File: src/common/fspo_pkg.sv
// Shared constants, types and decode helpers for the flash security/protect option block
`default_nettype none
package fspo_pkg;

	// ----------------------------------------
	// Register map (byte addresses, one word each)
	// ----------------------------------------
	localparam int unsigned FSPO_BUS_AW = 4;
	localparam logic [3:0] FSPO_OFS_OPTION = 4'h0;
	localparam logic [3:0] FSPO_OFS_CONFIG = 4'h4;
	localparam logic [3:0] FSPO_OFS_PROTECT = 4'h8;
	localparam logic [3:0] FSPO_OFS_STATUS = 4'hC;

	// ----------------------------------------
	// Field positions
	// ----------------------------------------
	localparam int unsigned FSPO_BIT_BACKDOOR_ENABLE = 7;
	localparam int unsigned FSPO_BIT_REDIRECTION_DISABLE = 6;
	localparam int unsigned FSPO_BIT_KEY_WRITE_STEER = 5;
	localparam int unsigned FSPO_BIT_PROTECT_OFF = 0;
	localparam int unsigned FSPO_BIT_VIOL = 0;
	localparam int unsigned FSPO_BIT_SECURE = 1;
	localparam int unsigned FSPO_SEL_W = 7;
	localparam int unsigned FSPO_PAGE_LSB = 9;

	// ----------------------------------------
	// Values and counts
	// ----------------------------------------
	localparam logic [1:0] FSPO_SEC_UNSECURED = 2'h1 << 1;
	localparam logic [7:0] FSPO_OPTION_RST = 8'h00;
	localparam logic [7:0] FSPO_CONFIG_RST = 8'h00;
	localparam logic [7:0] FSPO_PROTECT_RST = 8'h00;
	localparam logic [3:0] FSPO_KEY_BYTES = 4'h8;
	localparam logic [15:0] FSPO_KEY_BASE = 16'hFFB0;

	// ----------------------------------------
	// Types
	// ----------------------------------------
	typedef enum logic [1:0] {
		FSPO_BUS_IDLE = 2'h0,
		FSPO_BUS_ACK = 2'h1
	} fspo_bus_e;

	typedef struct packed {
		logic valid;
		logic dbg;
		logic [15:0] addr;
		logic [7:0] data;
	} fspo_fwr_s;

	typedef struct packed {
		logic valid;
		logic [15:0] addr;
	} fspo_cmd_s;

	function automatic logic fspo_is_key_addr(input logic [15:0] addr);
		fspo_is_key_addr = (addr[15:3] == FSPO_KEY_BASE[15:3]);
	endfunction : fspo_is_key_addr

endpackage : fspo_pkg
`default_nettype wire

File: src/design/fspo_key_cmp.sv
// Backdoor key comparator: eight ordered byte writes checked against the stored key
`timescale 1ns/1ps
`default_nettype none
module fspo_key_cmp (
	input wire logic core_clk_i,
	input wire logic rst_i,
	input wire logic enable_i,
	input wire logic steer_i,
	input wire logic wr_i,
	input wire logic [2:0] wr_idx_i,
	input wire logic [7:0] wr_data_i,
	input wire logic [63:0] key_i,
	output logic unlock_o
);
	import fspo_pkg::*;

	logic steer_d_ff;
	logic [3:0] cnt_ff;
	logic ok_ff;
	logic unlock_ff;

	always_ff @(posedge core_clk_i) begin
		if (rst_i) begin
			steer_d_ff <= 1'b0;
		end else begin
			steer_d_ff <= steer_i;
		end
	end

	// Out-of-order or extra bytes poison the attempt until steering is toggled again
	always_ff @(posedge core_clk_i) begin
		if (rst_i) begin
			cnt_ff <= 4'h0;
			ok_ff <= 1'b1;
		end else if (steer_i != steer_d_ff) begin
			cnt_ff <= 4'h0;
			ok_ff <= 1'b1;
		end else if (wr_i) begin
			if (wr_idx_i == cnt_ff[2:0] && cnt_ff < FSPO_KEY_BYTES) begin
				cnt_ff <= cnt_ff + 4'h1;
				ok_ff <= ok_ff && (wr_data_i == key_i[{wr_idx_i, 3'b000} +: 8]);
			end else begin
				ok_ff <= 1'b0;
			end
		end
	end

	// Compare is judged when steering drops after the writes
	always_ff @(posedge core_clk_i) begin
		if (rst_i) begin
			unlock_ff <= 1'b0;
		end else begin
			unlock_ff <= enable_i && steer_d_ff && !steer_i && ok_ff && cnt_ff == FSPO_KEY_BYTES;
		end
	end

	assign unlock_o = unlock_ff;

endmodule : fspo_key_cmp
`default_nettype wire

File: src/design/fspo_prot_chk.sv
// Protected-range decode for erase and program targets
`timescale 1ns/1ps
`default_nettype none
module fspo_prot_chk #(
	parameter int unsigned ADDR_W = 16
) (
	input wire logic [7:0] protect_i,
	input wire logic [ADDR_W-1:0] addr_i,
	output logic hit_o
);
	import fspo_pkg::*;

	logic [FSPO_SEL_W-1:0] sel;
	logic [FSPO_SEL_W-1:0] page;

	// Select field sits above the disable bit; pages above it are protected
	always_comb begin
		sel = protect_i[FSPO_SEL_W:1];
		page = addr_i[FSPO_PAGE_LSB +: FSPO_SEL_W];
		hit_o = !protect_i[FSPO_BIT_PROTECT_OFF] && (page > sel);
	end

endmodule : fspo_prot_chk
`default_nettype wire

File: src/design/fspo_top.sv
// Flash option, security and block-protect control with Avalon-MM register access
//
// Function
// - Reload option register from nonvolatile byte at reset
// - Key enable clear blocks key unlocking
// - Only firmware key writes count, debug ignored
// - Eight ordered matching key bytes unlock
// - Redirection disable bit one disables redirection
// - Security code unsecured only for one-zero
// - Secure state blocks unsecured memory access
// - Key match or blank check sets unsecured
// - Key steering decides key versus command writes
// - Protect register loaded at reset, firmware-read-only
// - Debug commands may rewrite protect register
// - Select field sets high-end protected boundary
// - Refuse erase or program inside region
// - Protect-off bit removes all protection
// - Compare when steering cleared after eight bytes
// - Protected target ignored and violation flag set
`timescale 1ns/1ps
`default_nettype none
module fspo_top #(
	parameter int unsigned ADDR_W = 16
) (
	input wire logic core_clk_i,
	input wire logic rst_i,
	input wire logic [fspo_pkg::FSPO_BUS_AW-1:0] avs_address_i,
	input wire logic avs_read_i,
	input wire logic avs_write_i,
	input wire logic [31:0] avs_writedata_i,
	output logic [31:0] avs_readdata_o,
	output logic avs_waitrequest_o,
	input wire logic dbg_access_i,
	input wire logic [7:0] option_nonvolatile_byte_i,
	input wire logic [7:0] protect_nonvolatile_byte_i,
	input wire logic [63:0] stored_unlock_key_i,
	input wire fspo_pkg::fspo_fwr_s flash_wr_i,
	input wire fspo_pkg::fspo_cmd_s flash_cmd_i,
	input wire logic blank_ok_i,
	input wire logic unsec_req_i,
	output fspo_pkg::fspo_fwr_s cmd_step_o,
	output logic cmd_go_o,
	output logic cmd_viol_o,
	output logic secure_o,
	output logic redirection_disable_o,
	output logic unsec_grant_o
);
	import fspo_pkg::*;

	// ----------------------------------------
	// Declarations
	// ----------------------------------------
	fspo_bus_e bus_state_ff;
	logic wait_ff;
	logic [31:0] rdata_ff;
	logic load_ff;
	logic [7:0] option_working_reg_ff;
	logic [7:0] flash_config_reg_ff;
	logic [7:0] protect_working_reg_ff;
	logic [7:0] nxt_option;
	logic secure_ff;
	logic viol_ff;
	fspo_fwr_s step_ff;
	logic go_ff;
	logic viol_pulse_ff;
	logic grant_ff;
	logic key_unlock;
	logic key_wr;
	logic cmd_hit;
	logic bus_wr;
	logic key_write_steer;
	logic backdoor_enable;

	assign key_write_steer = flash_config_reg_ff[FSPO_BIT_KEY_WRITE_STEER];
	assign backdoor_enable = option_working_reg_ff[FSPO_BIT_BACKDOOR_ENABLE];
	// Write lands at the edge where the master sees waitrequest low
	assign bus_wr = (bus_state_ff == FSPO_BUS_ACK) && avs_write_i;

	// ----------------------------------------
	// Avalon-MM slave handshake
	// ----------------------------------------
	always_ff @(posedge core_clk_i) begin
		if (rst_i) begin
			bus_state_ff <= FSPO_BUS_IDLE;
			wait_ff <= 1'b1;
		end else begin
			unique case (bus_state_ff)
				FSPO_BUS_IDLE: begin
					if (avs_read_i || avs_write_i) begin
						bus_state_ff <= FSPO_BUS_ACK;
						wait_ff <= 1'b0;
					end
				end
				FSPO_BUS_ACK: begin
					bus_state_ff <= FSPO_BUS_IDLE;
					wait_ff <= 1'b1;
				end
			endcase
		end
	end

	// Unmapped offsets read as zero
	always_ff @(posedge core_clk_i) begin
		if (rst_i) begin
			rdata_ff <= 32'h0000_0000;
		end else if (bus_state_ff == FSPO_BUS_IDLE && avs_read_i) begin
			unique case (avs_address_i)
				FSPO_OFS_OPTION: rdata_ff <= {24'h00_0000, option_working_reg_ff};
				FSPO_OFS_CONFIG: rdata_ff <= {24'h00_0000, flash_config_reg_ff};
				FSPO_OFS_PROTECT: rdata_ff <= {24'h00_0000, protect_working_reg_ff};
				FSPO_OFS_STATUS: rdata_ff <= {30'h0000_0000, secure_ff, viol_ff};
				default: rdata_ff <= 32'h0000_0000;
			endcase
		end
	end

	// ----------------------------------------
	// Reset-time load and option word
	// ----------------------------------------
	// Load one cycle after reset so the reset branch only takes constants
	always_ff @(posedge core_clk_i) begin
		if (rst_i) begin
			load_ff <= 1'b1;
		end else begin
			load_ff <= 1'b0;
		end
	end

	// Option word is not writable from the bus; a new byte needs a new reset
	always_comb begin
		nxt_option = option_working_reg_ff;
		if (load_ff) begin
			nxt_option = option_nonvolatile_byte_i;
		end else if (key_unlock || blank_ok_i) begin
			nxt_option[1:0] = FSPO_SEC_UNSECURED;
		end
	end

	always_ff @(posedge core_clk_i) begin
		if (rst_i) begin
			option_working_reg_ff <= FSPO_OPTION_RST;
			secure_ff <= 1'b1;
		end else begin
			option_working_reg_ff <= nxt_option;
			secure_ff <= (nxt_option[1:0] != FSPO_SEC_UNSECURED);
		end
	end

	// ----------------------------------------
	// Configuration and protection words
	// ----------------------------------------
	always_ff @(posedge core_clk_i) begin
		if (rst_i) begin
			flash_config_reg_ff <= FSPO_CONFIG_RST;
		end else if (bus_wr && avs_address_i == FSPO_OFS_CONFIG) begin
			flash_config_reg_ff[FSPO_BIT_KEY_WRITE_STEER] <= avs_writedata_i[FSPO_BIT_KEY_WRITE_STEER];
		end
	end

	// Only the debug path may lift protection; firmware writes vanish
	always_ff @(posedge core_clk_i) begin
		if (rst_i) begin
			protect_working_reg_ff <= FSPO_PROTECT_RST;
		end else if (load_ff) begin
			protect_working_reg_ff <= protect_nonvolatile_byte_i;
		end else if (bus_wr && avs_address_i == FSPO_OFS_PROTECT && dbg_access_i) begin
			protect_working_reg_ff <= avs_writedata_i[7:0];
		end
	end

	// Violation flag: hardware set wins over a same-cycle write-one clear
	always_ff @(posedge core_clk_i) begin
		if (rst_i) begin
			viol_ff <= 1'b0;
		end else if (flash_cmd_i.valid && cmd_hit) begin
			viol_ff <= 1'b1;
		end else if (bus_wr && avs_address_i == FSPO_OFS_STATUS && avs_writedata_i[FSPO_BIT_VIOL]) begin
			viol_ff <= 1'b0;
		end
	end

	// ----------------------------------------
	// Key-window write steering
	// ----------------------------------------
	// Debug key writes while steering is on are dropped, never compared
	assign key_wr = flash_wr_i.valid && fspo_is_key_addr(flash_wr_i.addr) && key_write_steer && !flash_wr_i.dbg;

	always_ff @(posedge core_clk_i) begin
		if (rst_i) begin
			step_ff <= '0;
		end else begin
			step_ff <= flash_wr_i;
			step_ff.valid <= flash_wr_i.valid && !(fspo_is_key_addr(flash_wr_i.addr) && key_write_steer);
		end
	end

	fspo_key_cmp fspo_key_cmp_inst (
		.core_clk_i(core_clk_i),
		.rst_i(rst_i),
		.enable_i(backdoor_enable),
		.steer_i(key_write_steer),
		.wr_i(key_wr),
		.wr_idx_i(flash_wr_i.addr[2:0]),
		.wr_data_i(flash_wr_i.data),
		.key_i(stored_unlock_key_i),
		.unlock_o(key_unlock)
	);

	// ----------------------------------------
	// Command gating and access control
	// ----------------------------------------
	fspo_prot_chk #(
		.ADDR_W(ADDR_W)
	) fspo_prot_chk_inst (
		.protect_i(protect_working_reg_ff),
		.addr_i(flash_cmd_i.addr),
		.hit_o(cmd_hit)
	);

	always_ff @(posedge core_clk_i) begin
		if (rst_i) begin
			go_ff <= 1'b0;
			viol_pulse_ff <= 1'b0;
		end else begin
			go_ff <= flash_cmd_i.valid && !cmd_hit;
			viol_pulse_ff <= flash_cmd_i.valid && cmd_hit;
		end
	end

	always_ff @(posedge core_clk_i) begin
		if (rst_i) begin
			grant_ff <= 1'b0;
		end else begin
			grant_ff <= unsec_req_i && !secure_ff;
		end
	end

	assign avs_waitrequest_o = wait_ff;
	assign avs_readdata_o = rdata_ff;
	assign cmd_step_o = step_ff;
	assign cmd_go_o = go_ff;
	assign cmd_viol_o = viol_pulse_ff;
	assign secure_o = secure_ff;
	assign redirection_disable_o = option_working_reg_ff[FSPO_BIT_REDIRECTION_DISABLE];
	assign unsec_grant_o = grant_ff;
endmodule : fspo_top
`default_nettype wire

File: config.mk
export PLATFORM = sky130hd
export DESIGN_NAME = fspo_top
export DESIGN_NICKNAME = d
export VERILOG_FILES = /design/src/common/fspo_pkg.sv /design/src/design/fspo_key_cmp.sv /design/src/design/fspo_prot_chk.sv /design/src/design/fspo_top.sv
export SDC_FILE = /design/constraint.sdc
export NUM_CORES = 1
export LEC_CHECK = 0
export ABC_AREA = 1
export BUFFER_PORTS_ARGS = -buffer_cell sky130_fd_sc_hd__buf_2
export CAP_MARGIN = 20
export CORE_MARGIN = 2
export CORE_UTILIZATION = 44
export CTS_CLUSTER_DIAMETER = 150
export DETAILED_ROUTE_END_ITERATION = 7
export GPL_TIMING_DRIVEN = 0
export PLACE_DENSITY = 0.79
export SKIP_CTS_REPAIR_TIMING = 1
export SYNTH_ARGS = -nofsm -noshare
export SYNTH_HDL_FRONTEND = slang
export SYNTH_HIERARCHICAL = 1
export SYNTH_SLANG_ARGS = --single-unit
export TNS_END_PERCENT = 1
File: constraint.sdc
create_clock -name core_clk_i -period 2.14 [get_ports core_clk_i]
set_clock_uncertainty 0.05 [all_clocks]
set_input_delay 0.107 -clock core_clk_i [delete_from_list [all_inputs] [get_ports core_clk_i]]
set_output_delay 0.107 -clock core_clk_i [all_outputs]
set_load 0.05 [all_outputs]
==> metrics.md, run 1 <==
| Metric | Value |
|---|---|
| Largest net degree at the start of global routing | `13` |
| Wire per inst | `12.1 µm` |
| DIE HEIGHT | `97.6 µm` |
| Initial Util | `0.449` |
| Max_slew headroom | `0.652` |
| Gr ovfl total | `0` |
| Area leader, netlist | `dfxtp_1` |
| Layout cells sized above 1 | `0.294` |
| Clock Latency Late Sink | `330 ps` |
| DRT Pass-1 Iters | `4` |
| Cell with the most instances after synthesis | `nand2_1` |
| Power Dens Cells | `577 nW/µm²` |
| Flop pwr share | `0.415` |
| Avg Synthesized Cell Area | `6.49 µm²` |
| Period utilisation layout | `0.854` |
| Sink Count | `66` |
| Setup tns final | `0 ps` |
| Drt via density | `4.61` |
| Final setup viols | `0` |
| Num CTS Buffers | `9` |
| Commonest cells in the netlist | `132 x nand2_1, 99 x nor2_1, 94 x inv_1, 66 x dfxtp_1, 64 x nand3_1` |
| Antenna violations before repair | `0` |
| Synthesis-to-finish area growth | `42.8%` |
| Max-cap violations | `0` |
| Sequential cell area | `1320 µm²` |
| Vias in the first global route | `4,007` |
| Synth top area cells | `dfxtp_1 34%, nand2_1 13%, nor2_1 9.6%` |
| Slew Limit Fails | `0` |
| Wl on met1 | `4550 µm` |
| Register area share after synthesis | `0.342` |
| EDFF count, synth | `0` |
| # IOs | `230` |
| Sw Ratio | `0.336` |
| Mapped Area | `3860 µm²` |
| Required @ worst endpoint | `2360 ps` |
| Yosys top cell area share | `0.342` |
| Worst path max stage delay | `540 ps` |
| Peak supply drop | `429 µV` |
| Arrival @ worst endpoint | `2050 ps` |
| TritonCTS clock tree | `built` |
| Met3 Wirelength | `760 µm` |
| Internal power | `2110 µW` |
| Status | `complete, no violations` |
| Bufs on Longest Clock Path | `2` |
| Area of the core | `8590 µm²` |
| Unique masters post-synth | `33` |
| GRT Total Usage | `0.216` |
| Top Metal Used | `met4` |
| CTS root buffer | `clkbuf_8` |
| Buffers on Ports | `172` |
| Row cnt | `34` |
| Tightest Pin Transition | `521 ps` |
| Critical path's top delay family | `buffers and inverters` |
| Post-route ant nets | `0` |
| Endpoints failing hold | `0` |
| Top FF cell, synth | `dfxtp_1` |
| Crit end category | `flip-flop` |
| RSZ-0062 raised after global routing | `false` |
| Logic gate share of total power | `0.277` |
| Fmax achieved | `0.547 GHz` |
| Die width | `97.6 µm` |
| DRC | `0` |
| Post-synth ARST share | `0` |
| DP Wirelength | `8480 µm` |
| Multi-input logic area | `1910 µm²` |
| #FFs+latches synth | `66` |
| Fin cells | `952` |
| Iter 0 DRT Violations | `178` |
| Clock power share | `0.308` |
| Final WL | `11,500 µm` |
| CP max-delay cell | `dlygate4sd3_1` |
| CP bufs+invs | `5` |
| Die Area | `9530 µm²` |
| Filler instances | `798` |
| Lkg Pwr | `0.00315 µW` |
| Final Wtd Congestion | `0.880` |
| H-tree depth | `3` |
| Fin crit period | `1830 ps` |
| Crit path cell chain | `dlygate4sd3_1, buf_2, buf_6, inv_2, buf_6, nand3_1, nand3_1, nand2_1, nand2_1, nand2_1, nor2_1, nand3_1, o21bai_1, nand2_1, nand2_1` |
| Crit Path Max Fanout | `10` |
| Crit path launch type | `primary input` |
| Clock slew at reported path FFs | `80 ps` |
| Synth warn | `6` |
| Final nets | `1,014` |
| Hold crit path type | `primary input to flip-flop` |
| Ant. Diodes | `0` |
| Sw Pwr | `1070 µW` |
| Crit Path Class | `primary input to flip-flop` |
| Worst hold margin | `39.8 ps` |
| Most common cell on crit path | `nand2_1` |
| First-pass GRT wire length | `17,100 µm` |
| Via count | `4,384` |
| Dpl cells | `898` |
| Met2 routed WL | `6090 µm` |
| Gate Count Post-Synth | `595` |
==> registers in the layout, indices dropped and copies added, names as in the netlist <==
signal,cells
viol_ff,1
avs_readdata_o,8
load_ff,1
fspo_key_cmp_inst/cnt_ff,4
secure_o,1
cmd_step_o,26
fspo_key_cmp_inst/steer_d_ff,1
fspo_key_cmp_inst/unlock_o,1
cmd_go_o,1
unsec_grant_o,1
fspo_key_cmp_inst/ok_ff,1
protect_working_reg_ff,8
cmd_viol_o,1
flash_config_reg_ff,1
avs_waitrequest_o,1
option_working_reg_ff,8
bus_state_ff,1
==> power by group through the flow <==
| stage | registers [µW] | clock network (µW) | logic (µW) |
|---|---|---|---|
| 6_report | 1320 | 978 | 881 |
| 4_1_cts | 1320 | 997 | 814 |
| 2_1_floorplan | 1470 | 0 | 445 |
| 3_3_place_gp | 1340 | 0 | 799 |
| 3_5_place_dp | 1350 | 0 | 811 |
| 5_1_grt | 1330 | 1060 | 960 |
==> placed cells by master, fill, tap and decap left out, types with 2 or more instances in the layout <==
cell type      instances
ha_1                   9
buf_4                 27
mux2i_1                8
a21oi_1               19
nor2_1                99
nand3b_1               3
dfxtp_1               66
inv_2                  3
o21ai_0               23
dlygate4sd3_1         38
nor3_1                 2
nor2_4                 2
clkinvlp_4             2
nand4_1                5
nand2_1              132
buf_2                177
buf_6                  9
nand3_1               64
nand2_2                5
clkbuf_1               4
inv_1                 94
nor2_2                 3
conb_1                24
clkbuf_8              11
==> logic make-up after synthesis <==
kind of cell	share of synthesized area
adder cells (fa/ha/maj)	0.0292
XOR/XNOR	0.00227
flip-flops	0.342
other	0.000972
AND/OR/NAND/NOR	0.352
multiplexers	0.0208
buffers and inverters	0.186
AO/OA/AOI/OAI	0.0661
==> worst reg2reg max path: stages (launching register included) <==
cell and delay (ps):
dfxtp_1 430, nand4_1 130, nor3_1 280, nand2_1 80, nor2_1 210, nand3_1 140
or2_0 220, a21oi_1 120
==> final cells by class <==
class	count	area share
Multi-Input combinational cell	408	0.346
Clock inverter	5	0.00681
Buffer	46	0.0631
Tap cell	108	0.0245
Inverter	98	0.0672
Sequential cell	66	0.240
Timing Repair Buffer	210	0.225
Clock buffer	11	0.0275
==> layer usage <==
| layer | vias up | track usage |
|---|---|---|
| met1 | 1925 | 0.253 |
| li1 | 2267 | - |
| met5 | - | 0 |
| met4 | 0 | 0.0620 |
| met3 | 16 | 0.0475 |
| met2 | 176 | 0.393 |
==> through the flow <==
stage               setup WS (ps)  utilization  total power [µW]  instance area [µm²]
floorplan                     631            -              1910                 3950
global route                  160        0.641              3340                 5510
finish                        312        0.641              3180                 5510
CTS                           427        0.597              3130                 5130
detailed placement            453        0.575              2160                 4940
global placement              465        0.575              2140                 4940
==> final timing paths <==
kind / slack [ps] / to / depth (start not counted) / from
max: 310 / fspo_key_cmp_inst/ok_ff$_SDFFE_PP1P_ / 15 / flash_wr_i[9]
min reg2reg: 400 / fspo_key_cmp_inst/unlock_o$_SDFF_PP0_ / 2 / fspo_key_cmp_inst/ok_ff$_SDFFE_PP1P_
min: 40 / avs_waitrequest_o$_SDFFE_PP1P_ / 3 / avs_read_i
max reg2reg: 400 / fspo_key_cmp_inst/cnt_ff[2]$_SDFFE_PP0P_ / 7 / flash_config_reg_ff[5]$_SDFFE_PP0P_
Note: power is estimated with default switching activity, not from simulation.
==> run 2, diff against run 1 <==
- CELL_PAD_IN_SITES_DETAIL_PLACEMENT: not set -> 1
- CELL_PAD_IN_SITES_GLOBAL_PLACEMENT: not set -> 2
- CORE_UTILIZATION: 44 -> 21
- PLACE_DENSITY: 0.79 -> 0.78
==> metrics.md, run 2 (synthesis gave the netlist of run 1 again) <==
| Metric | Value |
|---|---|
| Iter 0 DRT Violations | `129 (-28%)` |
| Clock slew at reported path FFs | `60 ps (-20 ps)` |
| Tightest Pin Transition | `611 ps (+89.8 ps)` |
| Die Area | `19,500 µm² (+100%)` |
| Logic gate share of total power | `0.224 (-0.053)` |
| Slew Limit Fails | `0 (unchanged)` |
| Max_slew headroom | `0.593 (-0.0599)` |
| Final Wtd Congestion | `0.771 (-12%)` |
| Period utilisation layout | `0.884 (+0.0297)` |
| Global Route met1 Usage | `0.175 (-0.0783)` |
| Crit Path Class | `primary input to flip-flop` |
| DP Wirelength | `11,100 µm (+31%)` |
| Most common cell on crit path | `nand2_1` |
| Core Util, Final | `0.322 (-0.319)` |
| Pre-CTS WS | `204 ps (-249 ps)` |
| Required @ worst endpoint | `2370 ps (about the same)` |
| Internal power | `2820 µW (+34%)` |
| Arrival @ worst endpoint | `2130 ps (+80 ps)` |
| Status | `complete, but fails checks` |
| Worst hold margin | `-23.2 ps (-63.0 ps)` |
| Crit end category | `flip-flop` |
| Buffers on Ports | `172 (unchanged)` |
| Failing checks | `hold timing` |
| Filler instances | `2,346 (+190%)` |
| Bufs on Longest Clock Path | `2 (unchanged)` |
| Ant. Diodes | `0 (unchanged)` |
| Antenna violations before repair | `0 (unchanged)` |
| Endpoints failing hold | `2 (+2)` |
| Via count | `4,358 (-0.59%)` |
| Fmax achieved | `0.529 GHz (-3.4%)` |
| Sw Pwr | `1140 µW (+6.7%)` |
| Hold crit path type | `primary input to flip-flop` |
| Clock Latency Late Sink | `340 ps (about the same)` |
| Initial Util | `0.214 (-0.235)` |
| DRT Pass-1 Iters | `6 (+2)` |
| Die width | `140 µm (+43%)` |
| # IOs | `230 (unchanged)` |
| Power, Total | `3960 µW (+25%)` |
| Crit path launch type | `primary input` |
| Sink Count | `66 (unchanged)` |
| Vias in the first global route | `4,350 (+8.6%)` |
| DRC | `0 (unchanged)` |
| First-pass GRT wire length | `22,300 µm (+30%)` |
| Row cnt | `49 (+44%)` |
| Crit path cell chain | `dlygate4sd3_1, buf_2, buf_6, inv_2, o21ai_0, nor3_2, nand2_1, nor2_1, nand3_1, o21bai_1, nand2_1, nand2_1` |
| Commonest non-fill, non-tap cell in the layout | `buf_2` |
| Final nets | `1,012 (-0.20%)` |
| Worst path max stage delay | `520 ps (-20 ps)` |
| Power Dens Cells | `682 nW/µm² (+18%)` |
| Final WL | `14,100 µm (+22%)` |
| GR met3 Demand/Resource | `0.0444 (-0.00309)` |
| Clock power share | `0.443 (+0.135)` |
| R2r setup slk | `410 ps (about the same)` |
| Max-cap violations | `0 (unchanged)` |
| Wire per inst | `13.2 µm (+8.8%)` |
| DIE HEIGHT | `140 µm (+43%)` |
| Layout cells sized above 1 | `0.295 (+0.000698)` |
| Area of the core | `18,000 µm² (+110%)` |
| Peak supply drop | `384 µV (-11%)` |
| Met2 Use GR | `0.256 (-0.137)` |
| Synthesis-to-finish area growth | `50.6%` |
| Setup ws final | `248 ps (-63.5 ps)` |
| Gr ovfl total | `0 (unchanged)` |
| Lkg Pwr | `0.00322 µW (+2.2%)` |
| Post-route ant nets | `0 (unchanged)` |
| Critical path's top delay family | `buffers and inverters` |
| Flop pwr share | `0.334 (-0.081)` |
| GRT busiest layer | `met2` |
| GRT Total Usage | `0.145 (-0.0705)` |
| CP max-delay cell | `dlygate4sd3_1` |
| CP bufs+invs | `4 (-1)` |
| Fin crit period | `1890 ps (+63.5 ps)` |
| TritonCTS clock tree | `built` |
| Most frequent cells in the layout | `177 x buf_2, 132 x nand2_1, 99 x nor2_1, 94 x inv_1, 66 x dfxtp_1` |
| Setup tns final | `0 ps (unchanged)` |
| Sw Ratio | `0.287 (-0.0485)` |
| Final setup viols | `0 (unchanged)` |
| Largest net degree at the start of global routing | `12 (-1)` |
| Drt via density | `4.07 (-12%)` |
| Max reg flops | `26 (unchanged)` |
| RSZ-0062 raised after global routing | `false` |
| H-tree depth | `3 (unchanged)` |
| Crit Path Max Fanout | `10 (unchanged)` |
| CTS root buffer | `clkbuf_16` |
| Num CTS Buffers | `9 (unchanged)` |
[run 2: stage by stage]
stage	instances	instance area [µm²]
final	1071	5810
after global routing	1071	5810
after CTS	1035	5450
after detailed placement	1019	5090
after global placement	1019	5090
after floorplan	618	3950
[run 2: area by class of cell]
cell class | instances | area [µm²] | area share
Buffer | 46 | 348 | 0.0598
Clock buffer | 12 | 256 | 0.0441
Clock inverter | 4 | 97.6 | 0.0168
Inverter | 98 | 370 | 0.0637
Multi-Input combinational cell | 408 | 1910 | 0.329
Sequential cell | 66 | 1320 | 0.227
Tap cell | 229 | 287 | 0.0493
Timing Repair Buffer | 208 | 1220 | 0.210
[run 2: worst paths after layout]
kind | startpoint | endpoint | cells past startpoint
min reg2reg | fspo_key_cmp_inst/ok_ff$_SDFFE_PP1P_ | fspo_key_cmp_inst/unlock_o$_SDFF_PP0_ | 2
max | flash_wr_i[9] | fspo_key_cmp_inst/ok_ff$_SDFFE_PP1P_ | 12
min | option_nonvolatile_byte_i[6] | option_working_reg_ff[6]$_SDFFE_PP0P_ | 3
max reg2reg | protect_working_reg_ff[7]$_SDFFE_PP0P_ | viol_ff$_SDFFE_PP0P_ | 9
[run 2: layer usage]
layer  vias to the layer above  wire [µm]
met5                         -          0
met4                         0        185
met3                        15        734
met2                       111       7140
met1                      1968       6070
li1                       2264          -
[run 2: power groups by stage]
stage / sequential, µW / combinational [µW] / clock [µW]
floorplan: 1470 / 445 / 0
finish: 1320 / 887 / 1750
global placement: 1350 / 836 / 0
detailed placement: 1350 / 843 / 0
global route: 1330 / 990 / 1870
CTS: 1320 / 846 / 1830
[run 2: worst min-delay path, stage by stage]
cell,delay (ps)
buf_2,100
nor2_1,40
nor2_1,80
==> run 3, diff against run 2 <==
- CORE_UTILIZATION: 21 -> 22
- CTS_BUF_LIST: not set -> sky130_fd_sc_hd__clkbuf_4 sky130_fd_sc_hd__clkbuf_8
- PLACE_DENSITY: 0.78 -> 0.81
==> metrics.md, run 3 (synthesis gave the netlist of run 1 again) <==
| Metric | Value |
|---|---|
| Largest net degree at the start of global routing | `11 (-1)` |
| Synthesis-to-finish area growth | `46.9%` |
| Gr ovfl total | `0 (unchanged)` |
| Fmax achieved | `0.542 GHz (+2.5%)` |
| Crit path launch type | `primary input` |
| Crit Path Class | `primary input to flip-flop` |
| Tightest Pin Transition | `578 ps (-33.0 ps)` |
| Setup tns final | `0 ps (unchanged)` |
| Die Area | `18,600 µm² (-4.4%)` |
| Clock Latency Late Sink | `350 ps (about the same)` |
| Max_slew headroom | `0.615 (+0.0220)` |
| Final setup viols | `0 (unchanged)` |
| Global Route met1 Usage | `0.173 (-0.00192)` |
| Fin crit period | `1840 ps (-46.9 ps)` |
| Setup ws final | `295 ps (+46.9 ps)` |
| Hold crit path type | `primary input to flip-flop` |
| Row cnt | `48 (-2.0%)` |
| Buffers on Ports | `172 (unchanged)` |
| Clock slew at reported path FFs | `70 ps (about the same)` |
| Vias in the first global route | `4,259 (-2.1%)` |
| Initial Util | `0.224 (+0.00979)` |
| Reg2Reg Capture Point | `fspo_key_cmp_inst/cnt_ff[3]$_SDFFE_PP0P_` |
| R2r setup slk | `310 ps (-100 ps)` |
| Hold Startpoint | `avs_writedata_i[5]` |
| Via count | `4,397 (+0.89%)` |
| RSZ-0062 raised after global routing | `false` |
| GRT Total Usage | `0.148 (+0.00280)` |
| Wire per inst | `13.1 µm (-0.85%)` |
| First-pass GRT wire length | `21,100 µm (-5.5%)` |
| Post-route ant nets | `0 (unchanged)` |
| Met2 Use GR | `0.263 (+0.00677)` |
| TritonCTS clock tree | `built` |
| Die width | `136 µm (-2.2%)` |
| Num CTS Buffers | `9 (unchanged)` |
| Slew Limit Fails | `0 (unchanged)` |
| Antenna violations before repair | `0 (unchanged)` |
| Final nets | `1,015 (+0.30%)` |
| Max reg flops | `26 (unchanged)` |
| Area of the core | `17,200 µm² (-4.4%)` |
| Ant. Diodes | `0 (unchanged)` |
| GR met3 Demand/Resource | `0.0436 (-0.000767)` |
| # IOs | `230 (unchanged)` |
| Dpl cells | `1,015 (-0.39%)` |
| DRT Pass-1 Iters | `4 (-2)` |
| Required @ worst endpoint | `2390 ps (+20 ps)` |
| Crit end category | `flip-flop` |
| GRT busiest layer | `met2` |
| DIE HEIGHT | `136 µm (-2.2%)` |
| H-tree depth | `3 (unchanged)` |
| Max-cap violations | `0 (unchanged)` |
| Status | `complete, no violations` |
| Final WL | `14,000 µm (-0.94%)` |
| Final Wtd Congestion | `0.769 (-0.25%)` |
| Most frequent cells in the layout | `177 x buf_2, 132 x nand2_1, 99 x nor2_1, 94 x inv_1, 66 x dfxtp_1` |
| Power Dens Cells | `571 nW/µm² (-16%)` |
| R2R cell count | `8 (-1)` |
| DRC | `0 (unchanged)` |
| Drt via density | `4.11 (+0.99%)` |
| Period utilisation layout | `0.862 (-0.0219)` |
| Bufs on Longest Clock Path | `2 (unchanged)` |
| Start of the worst register-to-register path | `flash_config_reg_ff[5]$_SDFFE_PP0P_` |
| CTS root buffer | `clkbuf_8` |
| Crit Path Max Fanout | `10 (unchanged)` |
| Pre-CTS WS | `248 ps (+43.9 ps)` |
| Fin cells | `1,070 (-0.093%)` |
| Commonest non-fill, non-tap cell in the layout | `buf_2` |
| Arrival @ worst endpoint | `2090 ps (-40 ps)` |
| DP Wirelength | `10,900 µm (-1.9%)` |
| Worst Hold End | `flash_config_reg_ff[5]$_SDFFE_PP0P_` |
| Layout cells sized above 1 | `0.293 (-0.00105)` |
| Lkg Pwr | `0.00317 µW (-1.7%)` |
| Peak supply drop | `292 µV (-24%)` |
| Sink Count | `66 (unchanged)` |
| Cell count of the worst hold path | `3 (unchanged)` |
| Iter 0 DRT Violations | `118 (-8.5%)` |
| Endpoints failing hold | `0 (-2)` |
run 3: cell count changes in the layout (fill, tap and decap cells not counted):
cell	before	now
nor3_2	2	1
clkinvlp_4	1	0
clkbuf_8	2	12
bufinv_16	3	0
clkinv_2	0	2
clkbuf_4	0	2
clkbuf_1	5	4
clkbuf_16	9	0
dlygate4sd3_1	36	39
nor3_1	1	2
run 3: area by class of cell:
type,instances,area (µm²)
inverters,98,370
plain buffers,46,348
well taps,225,282
clock inverters,2,10.0
multi-input cells,408,1910
clock buffers,14,180
flip-flops and latches,66,1320
repair buffers,211,1250
fillers,2278,11600
run 3: worst max-delay path by stage:
stage / startpoint / endpoint / slack (ps) / cells past startpoint
after floorplan: protect_working_reg_ff[7]$_SDFFE_PP0P_ / viol_ff$_SDFFE_PP0P_ / 630 / 9
after global placement: flash_config_reg_ff[5]$_SDFFE_PP0P_ / fspo_key_cmp_inst/cnt_ff[3]$_SDFFE_PP0P_ / 270 / 8
after detailed placement: flash_config_reg_ff[5]$_SDFFE_PP0P_ / fspo_key_cmp_inst/cnt_ff[3]$_SDFFE_PP0P_ / 250 / 8
after CTS: flash_config_reg_ff[5]$_SDFFE_PP0P_ / fspo_key_cmp_inst/cnt_ff[3]$_SDFFE_PP0P_ / 230 / 8
after global routing: flash_wr_i[9] / fspo_key_cmp_inst/ok_ff$_SDFFE_PP1P_ / 70 / 15
final: flash_wr_i[10] / fspo_key_cmp_inst/ok_ff$_SDFFE_PP1P_ / 300 / 12
run 3: where the power goes:
part / leakage [µW] / total [µW] / internal [µW] / switching [µW]
combinational: 0.00252 / 890 / 335 / 555
clock: 0.000103 / 1030 / 539 / 487
sequential: 0.000545 / 1320 / 1290 / 30.7
run 3: metrics by stage:
step	hold slack, ps	util	area (µm²)	power, µW
global placement	246	0.295	5090	2180
global route	40.9	0.329	5670	3450
finish	41.0	0.329	5670	3240
floorplan	84.7	-	3950	1910
detailed placement	241	0.295	5090	2190
CTS	-153	0.306	5280	3260
run 3: critical path: stages:
cell           delay [ps]
dlygate4sd3_1         520
buf_2                 120
buf_2                 200
inv_1                 300
nand3_1               170
nand3b_1              110
nand2_1                60
nor2_1                100
nand3_1               100
o21bai_1              160
nand2_1                60
nand2_1                60
run 3: routing by layer:
layer / share of wire / wire length [µm] / up-vias
met3: 0.055 / 772 / 14
met2: 0.50 / 7050 / 113
li1: - / - / 2270
met4: 0.014 / 190 / 0
met5: 0 / 0 / -
met1: 0.43 / 5990 / 2000
